--- config.mk ---
export PLATFORM = sky130hd
export DESIGN_NAME = rcss_top
export DESIGN_NICKNAME = d
export VERILOG_FILES = /design/src/hw/rcss_pkg.sv /design/src/hw/rcss_if.sv /design/src/hw/rcss_strap.sv /design/src/hw/rcss_word.sv /design/src/hw/rcss_top.sv
export SDC_FILE = /design/constraint.sdc
export NUM_CORES = 1
export LEC_CHECK = 0
export BUFFER_PORTS_ARGS = -buffer_cell sky130_fd_sc_hd__clkbuf_2
export CELL_PAD_IN_SITES_DETAIL_PLACEMENT = 0
export CELL_PAD_IN_SITES_GLOBAL_PLACEMENT = 1
export CORE_AREA = 2 2 146 205
export CTS_CLUSTER_DIAMETER = 80
export DETAILED_ROUTE_END_ITERATION = 10
export DIE_AREA = 0 0 148 207
export HOLD_SLACK_MARGIN = 0.1
export PLACE_DENSITY_LB_ADDON = 0.1
export SETUP_SLACK_MARGIN = 0.15
export SYNTH_ARGS = -nofsm -noshare
export SYNTH_HDL_FRONTEND = slang
export SYNTH_SLANG_ARGS = --single-unit
--- constraint.sdc ---
create_clock -name clk_in -period 2.3 [get_ports clk_in]
set_clock_uncertainty 0.2 [all_clocks]
set_input_delay 0.115 -clock clk_in [delete_from_list [all_inputs] [get_ports clk_in]]
set_output_delay 0.115 -clock clk_in [all_outputs]
set_load 0.05 [all_outputs]
--- src/hw/rcss_pkg.sv ---
// constants and types of the reset configuration source selector
package rcss_pkg;

  // ----------------------------------------------------------------------
  // register map
  // ----------------------------------------------------------------------
  localparam logic [7:0] OFF_CTRL = 8'h00;
  localparam logic [7:0] OFF_STATUS = 8'h04;
  localparam logic [7:0] OFF_SAFE_WORD = 8'h08;
  localparam logic [7:0] OFF_FORCE_WORD = 8'h0c;
  localparam logic [7:0] OFF_READ_COUNT = 8'h10;

  // ----------------------------------------------------------------------
  // field positions
  // ----------------------------------------------------------------------
  localparam int CTRL_FORCE_BIT = 0;
  localparam int CTRL_CLR_COUNT_BIT = 1;
  localparam int STAT_SRC_LSB = 0;
  localparam int STAT_STATE_LSB = 4;
  localparam int STAT_WIDTH_BAD_BIT = 7;
  localparam int STAT_SW_LSB = 8;
  localparam int STAT_MODE_LO_LSB = 16;
  localparam int STAT_MODE_HI_LSB = 20;
  localparam int STAT_BLANK_BIT = 24;
  localparam int SW_MODE_LO_LSB = 0;
  localparam int SW_MODE_HI_LSB = 3;
  localparam int SW_FLASH_EN_BIT = 6;
  localparam int SW_HOST_OFF_BIT = 7;
  localparam int HI_FIELD_LSB = 0;

  // ----------------------------------------------------------------------
  // widths, counts and reset values
  // ----------------------------------------------------------------------
  localparam int SW_W = 8;
  localparam int MODE_W = 3;
  localparam int WORD_W = 32;
  localparam int CFG_WORDS = 8;
  localparam int IDX_W = 3;
  localparam int CNT_W = 4;
  localparam logic [31:0] SAFE_WORD_RST = 32'h0000_0000;
  localparam logic [31:0] FORCE_WORD_RST = 32'h0000_0000;
  localparam logic [1:0] CTRL_RST = 2'h0;

  // ----------------------------------------------------------------------
  // enumerations
  // ----------------------------------------------------------------------
  typedef enum logic [3:0] {
    RCSS_SRC_SAFE = 4'b0001,
    RCSS_SRC_FLASH = 4'b0010,
    RCSS_SRC_HOST = 4'b0100,
    RCSS_SRC_FORCE = 4'b1000
  } rcss_src_e;

  typedef enum logic [2:0] {
    RCSS_ST_POR = 3'b001,
    RCSS_ST_RUN = 3'b010,
    RCSS_ST_SERVE = 3'b100
  } rcss_state_e;

endpackage

--- src/hw/rcss_if.sv ---
// internal links between the selector and its strap and word blocks
`timescale 1ns/1ps
interface rcss_if;
  logic [rcss_pkg::MODE_W-1:0] mode_lo;
  logic [rcss_pkg::MODE_W-1:0] mode_hi;
  logic mode_oe;
  logic word_en;
  logic insert_hi;
  logic [rcss_pkg::IDX_W:0] word_idx;
  logic [rcss_pkg::WORD_W-1:0] word_base;

  modport strap (output mode_lo, output mode_hi, output mode_oe);
  modport word (input mode_hi, input word_en, input insert_hi,
                input word_idx, input word_base);
  modport main (input mode_lo, input mode_hi, input mode_oe,
                output word_en, output insert_hi, output word_idx,
                output word_base);
endinterface

--- src/hw/rcss_strap.sv ---
// power-on capture and drive of the pll mode lines
`timescale 1ns/1ps
module rcss_strap (
  input wire logic clk_in,
  input wire logic nrst_in,
  input wire logic por_n_in,
  input wire logic [rcss_pkg::SW_W-1:0] sw_in,
  rcss_if.strap lnk
);

  // ----------------------------------------------------------------------
  // mode lines follow switches only during power-on reset
  // ----------------------------------------------------------------------
  // drive low mode
  always_ff @(posedge clk_in) begin
    if (!nrst_in) begin
      lnk.mode_lo <= '0;
      lnk.mode_oe <= 1'b0;
    end else if (!por_n_in) begin
      lnk.mode_lo <= sw_in[rcss_pkg::SW_MODE_LO_LSB +: rcss_pkg::MODE_W];
      lnk.mode_oe <= 1'b1;
    end else begin
      lnk.mode_oe <= 1'b0;
    end
  end

  always_ff @(posedge clk_in) begin
    if (!nrst_in) begin
      lnk.mode_hi <= '0;
    end else if (!por_n_in) begin
      lnk.mode_hi <= sw_in[rcss_pkg::SW_MODE_HI_LSB +: rcss_pkg::MODE_W];
    end
  end

endmodule

--- src/hw/rcss_word.sv ---
// configuration word driver onto the processor data bus
`timescale 1ns/1ps
module rcss_word (
  input wire logic clk_in,
  input wire logic nrst_in,
  rcss_if.word lnk,
  output logic [rcss_pkg::WORD_W-1:0] data_out,
  output logic data_oe_out
);

  // ----------------------------------------------------------------------
  // word shaping
  // ----------------------------------------------------------------------
  function automatic logic [rcss_pkg::WORD_W-1:0] shape(
    input logic [rcss_pkg::WORD_W-1:0] base,
    input logic [rcss_pkg::MODE_W-1:0] hi,
    input logic ins,
    input logic [rcss_pkg::IDX_W:0] idx
  );
    logic [rcss_pkg::WORD_W-1:0] w;
    w = base;
    if (ins) begin
      w[rcss_pkg::HI_FIELD_LSB +: rcss_pkg::MODE_W] = hi;
    end
    if (idx != '0) begin
      w = '0;
    end
    return w;
  endfunction

  // ----------------------------------------------------------------------
  // registered bus drive
  // ----------------------------------------------------------------------
  // drive only on reads
  always_ff @(posedge clk_in) begin
    if (!nrst_in) begin
      data_oe_out <= 1'b0;
      data_out <= '0;
    end else if (lnk.word_en) begin
      data_oe_out <= 1'b1;
      data_out <= shape(lnk.word_base, lnk.mode_hi, lnk.insert_hi,
                        lnk.word_idx);
    end else begin
      data_oe_out <= 1'b0;
      data_out <= '0;
    end
  end

endmodule

--- src/hw/rcss_top.sv ---
// reset configuration source selector with apb control registers
//
// Overview of operation
// - during power-on reset drive low pll mode lines from switches 1-3
// - safe source (flash enable off or flash blank): board supplies high mode field from switches 4-6
// - present configuration word on reads while hard reset is asserted, for safe and force sources only
// - flash enable switch off gives safe mode, on gives flash unless the flash is blank
// - configuration switch off selects host, overriding flash enable
// - eight words are read; only the first carries meaning
// - mode lines sampled at power-up only, never on later resets
// - control register can force the configuration word
`timescale 1ns/1ps
module rcss_top #(
  parameter int ADDR_W = 8
) (
  input wire logic clk_in,
  input wire logic nrst_in,
  input wire logic por_n_in,
  input wire logic hard_reset_n_in,
  input wire logic [rcss_pkg::SW_W-1:0] config_dip_switch_in,
  input wire logic flash_blank_in,
  input wire logic bus_narrow_in,
  input wire logic cfg_rd_in,
  input wire logic psel_in,
  input wire logic penable_in,
  input wire logic pwrite_in,
  input wire logic [ADDR_W-1:0] paddr_in,
  input wire logic [31:0] pwdata_in,
  input wire logic [3:0] pstrb_in,
  output logic [31:0] prdata_out,
  output logic pready_out,
  output logic pslverr_out,
  output logic [rcss_pkg::MODE_W-1:0] pll_mode_lines_out,
  output logic pll_mode_oe_out,
  output logic [3:0] cfg_src_out,
  output logic [rcss_pkg::WORD_W-1:0] data_out,
  output logic data_oe_out
);

  // ----------------------------------------------------------------------
  // parameter check
  // ----------------------------------------------------------------------
  generate
    if (ADDR_W < 8 || ADDR_W > 32) begin : g_bad_addr
      $error("address width cannot hold the register map");
    end
  endgenerate

  // ----------------------------------------------------------------------
  // declarations
  // ----------------------------------------------------------------------
  rcss_if lnk ();
  rcss_pkg::rcss_state_e state;
  rcss_pkg::rcss_state_e next_state;
  rcss_pkg::rcss_src_e src;
  rcss_pkg::rcss_src_e next_src;
  logic force_en;
  logic [31:0] safe_word;
  logic [31:0] force_word;
  logic [rcss_pkg::CNT_W-1:0] rd_count;
  logic [rcss_pkg::IDX_W:0] idx_hold;
  logic [rcss_pkg::IDX_W:0] read_idx;
  logic rd_q;
  logic rd_rise;
  logic board_src;
  logic entering_serve;
  logic apb_setup;
  logic apb_wr;
  logic apb_rd;
  logic [7:0] addr8;
  logic addr_hit;
  logic clr_count;
  logic [31:0] status_word;

  // ----------------------------------------------------------------------
  // submodules
  // ----------------------------------------------------------------------
  rcss_strap u_strap (
    .clk_in(clk_in),
    .nrst_in(nrst_in),
    .por_n_in(por_n_in),
    .sw_in(config_dip_switch_in),
    .lnk(lnk)
  );

  rcss_word u_word (
    .clk_in(clk_in),
    .nrst_in(nrst_in),
    .lnk(lnk),
    .data_out(data_out),
    .data_oe_out(data_oe_out)
  );

  // ----------------------------------------------------------------------
  // helpers
  // ----------------------------------------------------------------------
  function automatic logic [31:0] merge(
    input logic [31:0] old,
    input logic [31:0] wdata,
    input logic [3:0] strb
  );
    logic [31:0] r;
    r = old;
    for (int i = 0; i < 4; i++) begin
      if (strb[i]) begin
        r[i*8 +: 8] = wdata[i*8 +: 8];
      end
    end
    return r;
  endfunction

  function automatic rcss_pkg::rcss_src_e pick_src(
    input logic [rcss_pkg::SW_W-1:0] sw,
    input logic frc,
    input logic blank
  );
    rcss_pkg::rcss_src_e s;
    if (frc) begin
      s = rcss_pkg::RCSS_SRC_FORCE;
    end else if (!sw[rcss_pkg::SW_HOST_OFF_BIT]) begin
      s = rcss_pkg::RCSS_SRC_HOST;
    end else if (!sw[rcss_pkg::SW_FLASH_EN_BIT] || blank) begin
      s = rcss_pkg::RCSS_SRC_SAFE;
    end else begin
      s = rcss_pkg::RCSS_SRC_FLASH;
    end
    return s;
  endfunction

  // ----------------------------------------------------------------------
  // reset phase tracking
  // ----------------------------------------------------------------------
  // serve while hard reset
  always_comb begin
    next_state = state;
    if (!por_n_in) begin
      next_state = rcss_pkg::RCSS_ST_POR;
    end else begin
      case (state)
        rcss_pkg::RCSS_ST_POR: begin
          if (!hard_reset_n_in) begin
            next_state = rcss_pkg::RCSS_ST_SERVE;
          end else begin
            next_state = rcss_pkg::RCSS_ST_RUN;
          end
        end
        rcss_pkg::RCSS_ST_RUN: begin
          if (!hard_reset_n_in) begin
            next_state = rcss_pkg::RCSS_ST_SERVE;
          end
        end
        rcss_pkg::RCSS_ST_SERVE: begin
          if (hard_reset_n_in) begin
            next_state = rcss_pkg::RCSS_ST_RUN;
          end
        end
        default: begin
          next_state = rcss_pkg::RCSS_ST_POR;
        end
      endcase
    end
  end

  always_ff @(posedge clk_in) begin
    if (!nrst_in) begin
      state <= rcss_pkg::RCSS_ST_POR;
    end else begin
      state <= next_state;
    end
  end

  assign entering_serve = (next_state == rcss_pkg::RCSS_ST_SERVE) &&
                          (state != rcss_pkg::RCSS_ST_SERVE);

  // ----------------------------------------------------------------------
  // source selection
  // ----------------------------------------------------------------------
  // flash enable switch
  assign next_src = pick_src(config_dip_switch_in, force_en,
                             flash_blank_in);

  always_ff @(posedge clk_in) begin
    if (!nrst_in) begin
      src <= rcss_pkg::RCSS_SRC_SAFE;
    end else if (entering_serve) begin
      src <= next_src;
    end
  end

  always_ff @(posedge clk_in) begin
    if (!nrst_in) begin
      cfg_src_out <= rcss_pkg::RCSS_SRC_SAFE;
    end else if (entering_serve) begin
      cfg_src_out <= next_src;
    end
  end

  assign board_src = (src == rcss_pkg::RCSS_SRC_SAFE) ||
                     (src == rcss_pkg::RCSS_SRC_FORCE);

  // ----------------------------------------------------------------------
  // configuration read counting
  // ----------------------------------------------------------------------
  always_ff @(posedge clk_in) begin
    if (!nrst_in) begin
      rd_q <= 1'b0;
    end else begin
      rd_q <= cfg_rd_in;
    end
  end

  assign rd_rise = cfg_rd_in && !rd_q &&
                   (state == rcss_pkg::RCSS_ST_SERVE);

  always_ff @(posedge clk_in) begin
    if (!nrst_in) begin
      rd_count <= '0;
    end else if (entering_serve || clr_count) begin
      rd_count <= '0;
    end else if (rd_rise && rd_count != rcss_pkg::CNT_W'(
                 rcss_pkg::CFG_WORDS)) begin
      rd_count <= rd_count + rcss_pkg::CNT_W'(1);
    end
  end

  always_ff @(posedge clk_in) begin
    if (!nrst_in) begin
      idx_hold <= '0;
    end else if (rd_rise) begin
      idx_hold <= rd_count;
    end
  end

  assign read_idx = rd_rise ? rd_count : idx_hold;

  // ----------------------------------------------------------------------
  // word block control
  // ----------------------------------------------------------------------
  // enable only on reads
  assign lnk.word_en = cfg_rd_in && board_src &&
                       (state == rcss_pkg::RCSS_ST_SERVE);
  assign lnk.word_idx = read_idx;
  assign lnk.insert_hi = (src == rcss_pkg::RCSS_SRC_SAFE);
  assign lnk.word_base = (src == rcss_pkg::RCSS_SRC_FORCE) ?
                         force_word : safe_word;

  always_ff @(posedge clk_in) begin
    if (!nrst_in) begin
      pll_mode_lines_out <= '0;
      pll_mode_oe_out <= 1'b0;
    end else begin
      pll_mode_lines_out <= lnk.mode_lo;
      pll_mode_oe_out <= lnk.mode_oe;
    end
  end

  // ----------------------------------------------------------------------
  // apb slave
  // ----------------------------------------------------------------------
  assign apb_setup = psel_in && penable_in && !pready_out;
  assign apb_wr = apb_setup && pwrite_in;
  assign apb_rd = apb_setup && !pwrite_in;
  assign addr8 = paddr_in[7:0];
  assign addr_hit = (ADDR_W == 8 || paddr_in >> 8 == '0) &&
                    addr8 <= rcss_pkg::OFF_READ_COUNT &&
                    addr8[1:0] == 2'h0;
  assign clr_count = apb_wr && addr_hit && addr8 == rcss_pkg::OFF_CTRL &&
                     pstrb_in[0] && pwdata_in[rcss_pkg::CTRL_CLR_COUNT_BIT];

  always_comb begin
    status_word = '0;
    status_word[rcss_pkg::STAT_SRC_LSB +: 4] = src;
    status_word[rcss_pkg::STAT_STATE_LSB +: 3] = state;
    status_word[rcss_pkg::STAT_WIDTH_BAD_BIT] =
      (src == rcss_pkg::RCSS_SRC_HOST) && !bus_narrow_in;
    status_word[rcss_pkg::STAT_SW_LSB +: rcss_pkg::SW_W] =
      config_dip_switch_in;
    status_word[rcss_pkg::STAT_MODE_LO_LSB +: rcss_pkg::MODE_W] =
      lnk.mode_lo;
    status_word[rcss_pkg::STAT_MODE_HI_LSB +: rcss_pkg::MODE_W] =
      lnk.mode_hi;
    status_word[rcss_pkg::STAT_BLANK_BIT] = flash_blank_in;
  end

  always_ff @(posedge clk_in) begin
    if (!nrst_in) begin
      pready_out <= 1'b0;
      pslverr_out <= 1'b0;
    end else begin
      pready_out <= apb_setup;
      pslverr_out <= apb_setup && !addr_hit;
    end
  end

  always_ff @(posedge clk_in) begin
    if (!nrst_in) begin
      prdata_out <= '0;
    end else if (apb_rd && addr_hit) begin
      if (addr8 == rcss_pkg::OFF_CTRL) begin
        prdata_out <= {31'h0, force_en};
      end else if (addr8 == rcss_pkg::OFF_STATUS) begin
        prdata_out <= status_word;
      end else if (addr8 == rcss_pkg::OFF_SAFE_WORD) begin
        prdata_out <= safe_word;
      end else if (addr8 == rcss_pkg::OFF_FORCE_WORD) begin
        prdata_out <= force_word;
      end else begin
        prdata_out <= {28'h0, rd_count};
      end
    end else if (apb_setup) begin
      prdata_out <= '0;
    end
  end

  always_ff @(posedge clk_in) begin
    if (!nrst_in) begin
      force_en <= rcss_pkg::CTRL_RST[rcss_pkg::CTRL_FORCE_BIT];
    end else if (apb_wr && addr_hit && addr8 == rcss_pkg::OFF_CTRL &&
                 pstrb_in[0]) begin
      force_en <= pwdata_in[rcss_pkg::CTRL_FORCE_BIT];
    end
  end

  always_ff @(posedge clk_in) begin
    if (!nrst_in) begin
      safe_word <= rcss_pkg::SAFE_WORD_RST;
    end else if (apb_wr && addr_hit &&
                 addr8 == rcss_pkg::OFF_SAFE_WORD) begin
      safe_word <= merge(safe_word, pwdata_in, pstrb_in);
    end
  end

  always_ff @(posedge clk_in) begin
    if (!nrst_in) begin
      force_word <= rcss_pkg::FORCE_WORD_RST;
    end else if (apb_wr && addr_hit &&
                 addr8 == rcss_pkg::OFF_FORCE_WORD) begin
      force_word <= merge(force_word, pwdata_in, pstrb_in);
    end
  end

endmodule

==> results of run 1 <==
Yosys cell counts (all sizes together) (3+ instances only):
master    n  area share (%)
and3b     5            0.67
a22oi    17             2.0
nor4b     4             1.0
and2      6            0.58
mux2i    85              13
nor3      6            0.46
a221oi    3            0.40
nand2   181              11
buf       8            0.67
nand2b    5            0.48
o211ai    3            0.56
nand3     6            0.46
nor4      5            0.71
dfxtp   159              49
nor2b     3            0.29
a21oi    37             2.8
a311oi    3            0.50
nor2     43             2.5
o21ai    30             2.3
inv       6            0.35
nand4     3            0.29
mux2     20             3.5
clkbuf   34             2.0
worst reg2reg max path: stages, from the launching register on:
cell	delay, ps
dfxtp_2	340
or4b_4	570
a211oi_4	310
o211ai_4	210
a311oi_2	270
buf_4	160
final cells by class:
cell class,count,area [um2]
multi-input combinational,498,3190
fill,3157,19900
clock inverter,13,116
clock buffer,19,443
inverter,7,26.3
tap,380,475
timing repair buffer,235,1600
sequential,159,3190
stage by stage:
stage | power [W] | util (%) | hold WS [ps] | instance area [um2]
after floorplan | 0.00305 | - | -12.6 | 6520
after global placement | 0.00322 | 26.9 | 127 | 7760
after detailed placement | 0.00323 | 26.9 | 131 | 7760
after CTS | 0.00603 | 31.0 | 123 | 8960
after global routing | 0.00619 | 31.3 | 190 | 9040
final | 0.00596 | 31.3 | 140 | 9040
power by group:
| part | switching (W) | total (W) | internal, W | leakage [nW] |
|---|---|---|---|---|
| combinational | 0.000248 | 0.000443 | 0.000196 | 2.42 |
| clock | 0.00120 | 0.00272 | 0.00152 | 0.269 |
| sequential | 0.0000236 | 0.00279 | 0.00277 | 1.29 |
| total | 0.00147 | 0.00596 | 0.00448 | 3.98 |
logic make-up after synthesis:
logic type	Yosys count	synth area share, %
buffers and inverters	49	3.05
AND/OR/NAND/NOR	281	20.0
XOR/XNOR	4	0.538
flip-flops	159	48.9
multiplexers	106	16.9
adder cells (fa/ha/maj)	2	0.384
AO/OA/AOI/OAI	105	10.3
flip-flops by register name, summed over array words and instances, names as in the netlist:
register / count
cfg_src_out: 4
force_en: 1
force_word: 32
idx_hold: 4
pll_mode_lines_out: 3
pll_mode_oe_out: 1
prdata_out: 32
pready_out: 1
pslverr_out: 1
rd_count: 4
rd_q: 1
safe_word: 32
state: 3
u_strap.lnk.mode_hi: 3
u_strap.lnk.mode_lo: 3
u_strap.lnk.mode_oe: 1
u_word.data_oe_out: 1
u_word.data_out: 32
layer usage:
| metal | GRT usage [%] | vias up |
|---|---|---|
| met1 | 18.6 | 2811 |
| met2 | 27.4 | 121 |
| li1 | - | 2851 |
| met3 | 2.82 | 20 |
| met4 | 5.09 | 0 |
| met5 | 0 | - |
repair_timing:
action | CTS | global route
pin swaps | 1 | 3
buffers inserted | 1 | 4
setup endpoints to repair | 19 | 28
endpoints found under the hold margin | 107 | 0
gates cloned | 0 | 0
hold buffers | 61 | 0
resized for setup | 5 | 12
final timing paths:
check | endpoint | slack (ps)
setup reg to reg | u_word.data_out[1]$_SDFF_PP0_ | 200
hold / removal | prdata_out[24]$_SDFFE_PN0P_ | 140
hold reg to reg | pll_mode_oe_out$_SDFF_PN0_ | 240
setup / recovery | state[2]$_SDFF_PN0_ | 170
==> qor.yml, run 1 <==
status:
  status: "finished clean"
placement:
  dpl.hpwl_mm: 16.8
  io_buffer_count: 136
  place_inst: 1213
  gp_congestion: 0.773
  pre_cts_ws_ps: 77.4
min_path:
  hold_depth: 4
  hp-class: "in -> reg"
  worstHoldStart: "paddr_in[3]"
timing:
  final.setup.tns_ps: 0
  rsz0062_at_grt: "yes"
  slew_headroom_pct: 64.4
  layout_setup_ws_ps: 166
  period_minus_slack_ps: 2130
  drv_slew: 0
  fmax_ghz: 0.469
  setup-violations-final: 0
  finalCritPeriodShare_pct: 92.8
  hold_violations: 0
  worstMarginPinSlew_ps: 530
clocking:
  cts_buffer_depth: 2
  cts_root_buffer: "clkbuf_16"
  clk_latency_ps: 430
  cts_sinks: 159
  cts_max_level: 4
  cts_tree: "yes"
  clk_pin_slew_worst_paths_ps: 60
  cts_buffers: 17
logic_synthesis:
  syn_inst: 706
  synthesis.area_um2: 6510
  ys_seq_area_share_pct: 48.9
  yosys_register_bits: 159
  synth_fp_nets: 770
  yosys_warnings: 0
  synth_edf_count: 0
  synth_cell_types: 61
  synth-main-ff-cell: "dfxtp_1"
  avgSynthCellArea_um2: 9.23
  async_flop_share_pct: 0
critical_path:
  reg2reg_depth: 5
  start_kind: "input pin"
  crit_type: "in -> reg"
  crit_fanout: 45
  cp_cell_sequence: "dlygate4sd3_1 -> clkbuf_2 -> buf_4 -> o2111ai_1 -> nor2_1 -> dlygate4sd3_1"
  crit_buf_inv: 4
  crit_slowest_cell: "dlygate4sd3_1"
  startpoint: "nrst_in"
  end_kind: "flop"
  rr_startpoint: "cfg_src_out[3]$_SDFFE_PN0P_"
  path_depth: 6
  critPathRequiredTime_ps: 2460
  cp_slowest_stage_delay_ps: 560
  critPathArrivalTime_ps: 2300
  worst_path_most_repeated_cell: "dlygate4sd3_1"
  crit_family: "buffers and inverters"
drt:
  viasPerCell: 4.43
  wl_met2_mm: 12.0
  route.detailed.drc: 0
  wirelength_mm: 23.1
  ant_nets: 0
  route.met3.wl_um: 766
  drt_first_pass_iters: 5
  top_layer_used: "met4"
  drt_iter0_markers: 296
  post_drt_wl_per_cell_um: 17.6
  vias: 5803
  met1_length_mm: 9.91
grt:
  grt_overflow: 0
  antenna_found_initial: 0
  track_usage_pct: 15.4
  grt_max_degree: 46
  grt_pass1_wl_mm: 35.8
  grt_pass1_vias: 6191
cells_and_area:
  final_common_cell: "nand2_1"
  drive_gt1_share_pct: 27.6
  layout_common_cells: "174 x nand2_1, 154 x dfxtp_1, 135 x clkbuf_2, 85 x mux2i_1, 61 x dlygate4sd3_1"
  layoutNonFillerInstCount: 1311
  n_antenna_cell: 0
  syn_to_final_growth_pct: 38.7
  nets: 982
power_and_ir_drop:
  power.density_nw_per_um2: 659
  ir_worst_vdd_mv: 0.425
  leakagePower_nw: 3.98
floorplanning:
  chipHeight_um: 207
  core_um2: 28900
  num_rows: 74
  die_w_um: 148
  die_area_um2: 30600
  ios: 137
  start_util_pct: 22.5
flow_run:
  drv_cap: 0
No activity file was read; power rests on OpenSTA's default activity.
==> inputs of run 2 (changes only) <==
--- a/config.mk
+++ b/config.mk
@@ -5,15 +5,17 @@
 export SDC_FILE = /design/constraint.sdc
 export NUM_CORES = 1
 export LEC_CHECK = 0
+export ABC_AREA = 1
 export BUFFER_PORTS_ARGS = -buffer_cell sky130_fd_sc_hd__clkbuf_2
 export CELL_PAD_IN_SITES_DETAIL_PLACEMENT = 0
 export CELL_PAD_IN_SITES_GLOBAL_PLACEMENT = 1
-export CORE_AREA = 2 2 146 205
+export CORE_AREA = 2 2 150 211
 export CTS_CLUSTER_DIAMETER = 80
 export DETAILED_ROUTE_END_ITERATION = 10
-export DIE_AREA = 0 0 148 207
+export DIE_AREA = 0 0 152 213
 export HOLD_SLACK_MARGIN = 0.1
 export PLACE_DENSITY_LB_ADDON = 0.1
+export RECOVER_POWER = 50
 export SETUP_SLACK_MARGIN = 0.15
 export SYNTH_ARGS = -nofsm -noshare
 export SYNTH_HDL_FRONTEND = slang
==> qor.yml, run 2 <==
grt:
  grt_pass1_vias: 6606  # was 6191
  antenna_found_initial: 0  # unchanged
  track_usage_pct: 15.9  # was 15.4%
  grt_max_degree: 49  # was 46
  grt_overflow: 0  # unchanged
  grt_pass1_wl_mm: 39.1  # was 35.8 mm
drt:
  route.detailed.drc: 0  # unchanged
  drt_first_pass_iters: 4  # was 5
  wirelength_mm: 25.4  # was 23.1 mm
  post_drt_wl_per_cell_um: 16.7  # was 17.6 um
  viasPerCell: 4.27  # was 4.43
  ant_nets: 0  # unchanged
  drt_iter0_markers: 298  # was 296
  vias: 6515  # was 5803
critical_path:
  end_kind: "flop"  # unchanged
  critPathArrivalTime_ps: 2260  # was 2300 ps
  crit_fanout: 18  # was 45
  path_depth: 9  # was 6
  critPathRequiredTime_ps: 2440  # was 2460 ps
  crit_buf_inv: 3  # was 4
  crit_type: "reg -> reg"  # was in -> reg
  crit_slowest_cell: "nor3_1"  # was dlygate4sd3_1
  cp_cell_sequence: "inv_2 -> nand3_2 -> nor3_1 -> buf_12 -> nand2_1 -> o21ai_0 -> nand3_2 -> buf_4 -> nor3_1"  # was dlygate4sd3_1 -> clkbuf_2 -> buf_4 -> o2111ai_1 -> nor2_1 -> dlygate4sd3_1
  cp_slowest_stage_delay_ps: 350  # was 560 ps
  reg2reg_depth: 9  # was 5
  crit_family: "simple AND/OR/NAND/NOR gates"  # was buffers and inverters
  start_kind: "flop"  # was input pin
timing:
  hold_violations: 0  # unchanged
  slew_headroom_pct: 34.5  # was 64.4%
  final.setup.tns_ps: 0  # unchanged
  rsz0062_at_grt: "yes"  # unchanged
  finalCritPeriodShare_pct: 92.1  # was 92.8%
  setup-violations-final: 0  # unchanged
  fmax_ghz: 0.472  # was 0.469 GHz
  worstMarginPinSlew_ps: 982  # was 530 ps
  drv_slew: 0  # unchanged
  period_minus_slack_ps: 2120  # was 2130 ps
  layout_setup_ws_ps: 181  # was 166 ps
floorplanning:
  die_w_um: 152  # was 148 um
  num_rows: 76  # was 74
  ios: 137  # unchanged
  chipHeight_um: 213  # was 207 um
  die_area_um2: 32400  # was 30600 um2
  start_util_pct: 22.7  # was 22.5%
  core_um2: 30500  # was 28900 um2
cells_and_area:
  n_antenna_cell: 0  # unchanged
  layoutNonFillerInstCount: 1524  # was 1311
  syn_to_final_growth_pct: 36.8  # was 38.7%
  drive_gt1_share_pct: 17.7  # was 27.6%
  final_common_cell: "nand2_1"  # unchanged
  nets: 1185  # was 982
  multiInputGateArea_um2: 3110  # was 3190 um2
  fillers: 3390  # was 3157
  layout_common_cells: "300 x nand2_1, 159 x dfxtp_1, 110 x a21oi_1, 80 x inv_1, 77 x clkbuf_1"  # was 174 x nand2_1, 154 x dfxtp_1, 135 x clkbuf_2, 85 x mux2i_1, 61 x dlygate4sd3_1
  fin_util_pct: 31.1  # was 31.3%
  regArea_um2: 3180  # was 3190 um2
logic_synthesis:
  synth_edf_count: 0  # unchanged
  synth_cell_types: 35  # was 61
  syn_inst: 906  # was 706
  yosys_register_bits: 159  # unchanged
  yosys_warnings: 0  # unchanged
  ys_seq_area_share_pct: 45.9  # was 48.9%
  synth_common_cells: "300 x nand2_1, 159 x dfxtp_1, 109 x a21oi_1"  # was 174 x nand2_1, 159 x dfxtp_1, 85 x mux2i_1
  synthesis.area_um2: 6930  # was 6510 um2
  yosysTopAreaCellShare_pct: 45.9  # was 48.9%
  synth-main-ff-cell: "dfxtp_1"  # unchanged
  yosysTopAreaCell: "dfxtp_1"  # unchanged
  avgSynthCellArea_um2: 7.65  # was 9.23 um2
  synth_area_leaders: "dfxtp_1 46%, nand2_1 16%, a21oi_1 7.9%"  # was dfxtp_1 49%, mux2i_1 13%, nand2_1 10%
  synth.most_common_cell: "nand2_1"  # unchanged
  async_flop_share_pct: 0  # unchanged
  synth_fp_nets: 970  # was 770
placement:
  io_buffer_count: 136  # unchanged
  gp_congestion: 0.753  # was 0.773
  place_inst: 1419  # was 1213
  dpl.hpwl_mm: 18.0  # was 16.8 mm
  pre_cts_ws_ps: 170  # was 77.4 ps
clocking:
  cts_buffer_depth: 2  # unchanged
  clk_latency_ps: 440  # was 430 ps
  cts_max_level: 4  # unchanged
  cts_root_buffer: "clkbuf_16"  # unchanged
  cts_sinks: 159  # unchanged
  clk_pin_slew_worst_paths_ps: 70  # was 60 ps
  cts_tree: "yes"  # unchanged
  cts_buffers: 17  # unchanged
flow_run:
  drv_cap: 0  # unchanged
min_path:
  hold_depth: 8  # was 4
  hp-class: "in -> reg"  # unchanged
power_and_ir_drop:
  ir_worst_vdd_mv: 0.401  # was 0.425 mV
  power.density_nw_per_um2: 704  # was 659 nW/um2
  finalPower_w: 0.00668  # was 0.00596 W
  leakagePower_nw: 3.46  # was 3.98 nW
status:
  status: "finished clean"  # unchanged
[run 2: final cells by class]
| type | instances | area share (%) |
|---|---|---|
| inverters | 96 | 4.30 |
| repair buffers | 235 | 16.7 |
| well taps | 390 | 5.15 |
| multi-input cells | 612 | 32.8 |
| clock buffers | 19 | 4.78 |
| flip-flops and latches | 159 | 33.6 |
| clock inverters | 13 | 2.69 |
[run 2: power by group]
| group | switching (W) | internal (W) |
|---|---|---|
| combinational | 0.000257 | 0.000170 |
| clock | 0.00125 | 0.00221 |
| sequential | 0.0000129 | 0.00277 |
| total | 0.00152 | 0.00516 |
[run 2: worst paths after layout]
path                                       start                             end  slack (ps)
setup / recovery             state[1]$_SDFF_PN0_  u_word.data_out[19]$_SDFF_PP0_         180
hold reg to reg   u_strap.lnk.mode_oe$_SDFF_PN0_      pll_mode_oe_out$_SDFF_PN0_         230
hold / removal                       paddr_in[7]      prdata_out[0]$_SDFFE_PN0P_         170
setup reg to reg             state[1]$_SDFF_PN0_  u_word.data_out[19]$_SDFF_PP0_         180
[run 2: repair_timing]
action / 4_1_cts / 5_1_grt
hold endpoints to repair: 118 / 0
setup buffers: 0 / 4
hold buffers: 69 / 0
endpoints found under the setup margin: 0 / 79
gates resized for setup: 0 / 7
[run 2: routing by layer]
layer / vias up / GRT usage (%) / routed length, um
li1: 3355 / - / -
met1: 3030 / 20.0 / 11600
met2: 121 / 28.3 / 12800
met4: 0 / 3.77 / 184
met5: - / 0 / 0
met3: 9 / 2.90 / 829
[run 2: worst reg2reg max path, stage by stage, from the launching register on]
cell	delay, ps
dfxtp_1	320
inv_2	100
nand3_2	100
nor3_1	350
buf_12	170
nand2_1	70
o21ai_0	160
nand3_2	130
buf_4	230
nor3_1	180
[run 2: logic make-up after synthesis]
| logic type | synth area share [%] |
|---|---|
| buffers and inverters | 9.20 |
| AO/OA/AOI/OAI | 12.2 |
| multiplexers | 2.92 |
| flip-flops | 45.9 |
| XOR/XNOR | 0.126 |
| AND/OR/NAND/NOR | 29.3 |
| adder cells (fa/ha/maj) | 0.361 |
[run 2: metrics by stage]
step / area [um2] / hold slack [ps]
6_report: 9480 / 167
5_1_grt: 9480 / 221
4_1_cts: 9530 / 130
3_5_place_dp: 8130 / 105
3_3_place_gp: 8130 / 93.5
2_1_floorplan: 6930 / -12.6
==> inputs of run 3 (changes only) <==
--- a/config.mk
+++ b/config.mk
@@ -5,14 +5,13 @@
 export SDC_FILE = /design/constraint.sdc
 export NUM_CORES = 1
 export LEC_CHECK = 0
-export ABC_AREA = 1
 export BUFFER_PORTS_ARGS = -buffer_cell sky130_fd_sc_hd__clkbuf_2
 export CELL_PAD_IN_SITES_DETAIL_PLACEMENT = 0
 export CELL_PAD_IN_SITES_GLOBAL_PLACEMENT = 1
-export CORE_AREA = 2 2 150 211
+export CORE_AREA = 2 2 146 205
 export CTS_CLUSTER_DIAMETER = 80
 export DETAILED_ROUTE_END_ITERATION = 10
-export DIE_AREA = 0 0 152 213
+export DIE_AREA = 0 0 148 207
 export HOLD_SLACK_MARGIN = 0.1
 export PLACE_DENSITY_LB_ADDON = 0.1
 export RECOVER_POWER = 50
==> qor.yml, run 3 (synthesis results as in run 1) <==
status:
  status: "finished clean"  # unchanged
cells_and_area:
  nets: 982  # was 1185
  fillers: 3189  # was 3390
  drive_gt1_share_pct: 18.6  # was 17.7%
  layout_common_cells: "177 x nand2_1, 154 x dfxtp_1, 85 x mux2i_1, 80 x clkbuf_1, 62 x clkbuf_2"  # was 300 x nand2_1, 159 x dfxtp_1, 110 x a21oi_1, 80 x inv_1, 77 x clkbuf_1
  layoutNonFillerInstCount: 1311  # was 1524
  syn_to_final_growth_pct: 36.7  # was 36.8%
  fin_util_pct: 30.8  # was 31.1%
  final_common_cell: "nand2_1"  # unchanged
  n_antenna_cell: 0  # unchanged
placement:
  dpl.hpwl_mm: 16.8  # was 18.0 mm
  io_buffer_count: 136  # unchanged
  place_inst: 1213  # was 1419
  gp_congestion: 0.773  # was 0.753
drt:
  viasPerCell: 4.46  # was 4.27
  post_drt_wl_per_cell_um: 17.7  # was 16.7 um
  route.detailed.drc: 0  # unchanged
  vias: 5841  # was 6515
  drt_first_pass_iters: 4  # unchanged
  ant_nets: 0  # unchanged
  drt_iter0_markers: 306  # was 298
  wirelength_mm: 23.2  # was 25.4 mm
timing:
  fmax_ghz: 0.471  # was 0.472 GHz
  hold_violations: 0  # unchanged
  period_minus_slack_ps: 2120  # about the same
  slew_headroom_pct: 55.6  # was 34.5%
  final.setup.tns_ps: 0  # unchanged
  finalCritPeriodShare_pct: 92.4  # was 92.1%
  drv_slew: 0  # unchanged
  setup-violations-final: 0  # unchanged
  rsz0062_at_grt: "yes"  # unchanged
  worstMarginPinSlew_ps: 669  # was 982 ps
grt:
  grt_pass1_vias: 6191  # was 6606
  track_usage_pct: 15.4  # was 15.9%
  grt_max_degree: 46  # was 49
  grt_overflow: 0  # unchanged
  grt_pass1_wl_mm: 35.8  # was 39.1 mm
  antenna_found_initial: 0  # unchanged
critical_path:
  start_kind: "input pin"  # was flop
  crit_fanout: 45  # was 18
  end_kind: "flop"  # unchanged
  critPathRequiredTime_ps: 2470  # was 2440 ps
  ff2ff_setup_slack_ps: 190  # was 180 ps
  crit_type: "in -> reg"  # was reg -> reg
  critPathArrivalTime_ps: 2290  # was 2260 ps
clocking:
  cts_buffer_depth: 2  # unchanged
  cts_buffers: 17  # unchanged
  cts_sinks: 159  # unchanged
  clk_latency_ps: 430  # was 440 ps
  cts_max_level: 4  # unchanged
  clk_pin_slew_worst_paths_ps: 60  # was 70 ps
  cts_root_buffer: "clkbuf_16"  # unchanged
  cts_tree: "yes"  # unchanged
floorplanning:
  die_w_um: 148  # was 152 um
  start_util_pct: 22.5  # was 22.7%
  ios: 137  # unchanged
  die_area_um2: 30600  # was 32400 um2
  core_um2: 28900  # was 30500 um2
  chipHeight_um: 207  # was 213 um
  num_rows: 74  # was 76
power_and_ir_drop:
  leakagePower_nw: 3.69  # was 3.46 nW
  power.density_nw_per_um2: 670  # was 704 nW/um2
  ir_worst_vdd_mv: 0.430  # was 0.401 mV
min_path:
  hp-class: "in -> reg"  # unchanged
flow_run:
  drv_cap: 0  # unchanged
run 3: timing repair:
item / CTS / global route
hold endpoints to repair: 107 / 0
pin swaps: 1 / 3
buffers inserted: 1 / 4
setup endpoints to repair: 19 / 28
gates resized for setup: 5 / 12
hold buffers: 61 / 0
run 3: worst paths after layout:
kind,from,endpoint,cells past startpoint
setup / recovery,nrst_in,state[2]$_SDFF_PN0_,6
hold / removal,paddr_in[4],prdata_out[3]$_SDFFE_PN0P_,4
setup reg to reg,cfg_src_out[3]$_SDFFE_PN0P_,u_word.data_out[1]$_SDFF_PP0_,5
hold reg to reg,u_strap.lnk.mode_oe$_SDFF_PN0_,pll_mode_oe_out$_SDFF_PN0_,1
run 3: layout make-up:
cell class / count / area [um2] / area share (%)
sequential: 159 / 3190 / 35.9
multi-input combinational: 498 / 3170 / 35.6
timing repair buffer: 235 / 1480 / 16.7
tap: 380 / 475 / 5.34
clock buffer: 19 / 443 / 4.98
clock inverter: 13 / 116 / 1.31
inverter: 7 / 26.3 / 0.295
run 3: worst max-delay path: stages:
cell and delay, ps:
dlygate4sd3_1 520, clkbuf_2 220, buf_4 460, o2111ai_1 260
nor2_1 140, dlygate4sd3_1 560
run 3: where the power goes:
group          internal [W]  switching (W)  leakage, nW
Sequential          0.00277      0.0000235         1.29
Combinational      0.000191       0.000246         2.14
Clock               0.00152        0.00121        0.269
run 3: metrics by stage:
step           hold WS, ps  total power [W]  setup slack (ps)  cell area, um2
2_1_floorplan        -12.6          0.00305               188            6520
6_report               130          0.00596               175            8900
4_1_cts                123          0.00603               161            8960
3_5_place_dp           131          0.00323              77.4            7760
3_3_place_gp           127          0.00322               119            7760
5_1_grt                182          0.00618              52.6            8900
run 3: layer usage:
layer	part of all wire [%]	track usage, %	wire, um
met5	0	0	0
met2	51	27.4	11900
met4	2.0	5.09	460
met3	3.6	2.82	828
met1	43	18.6	9960
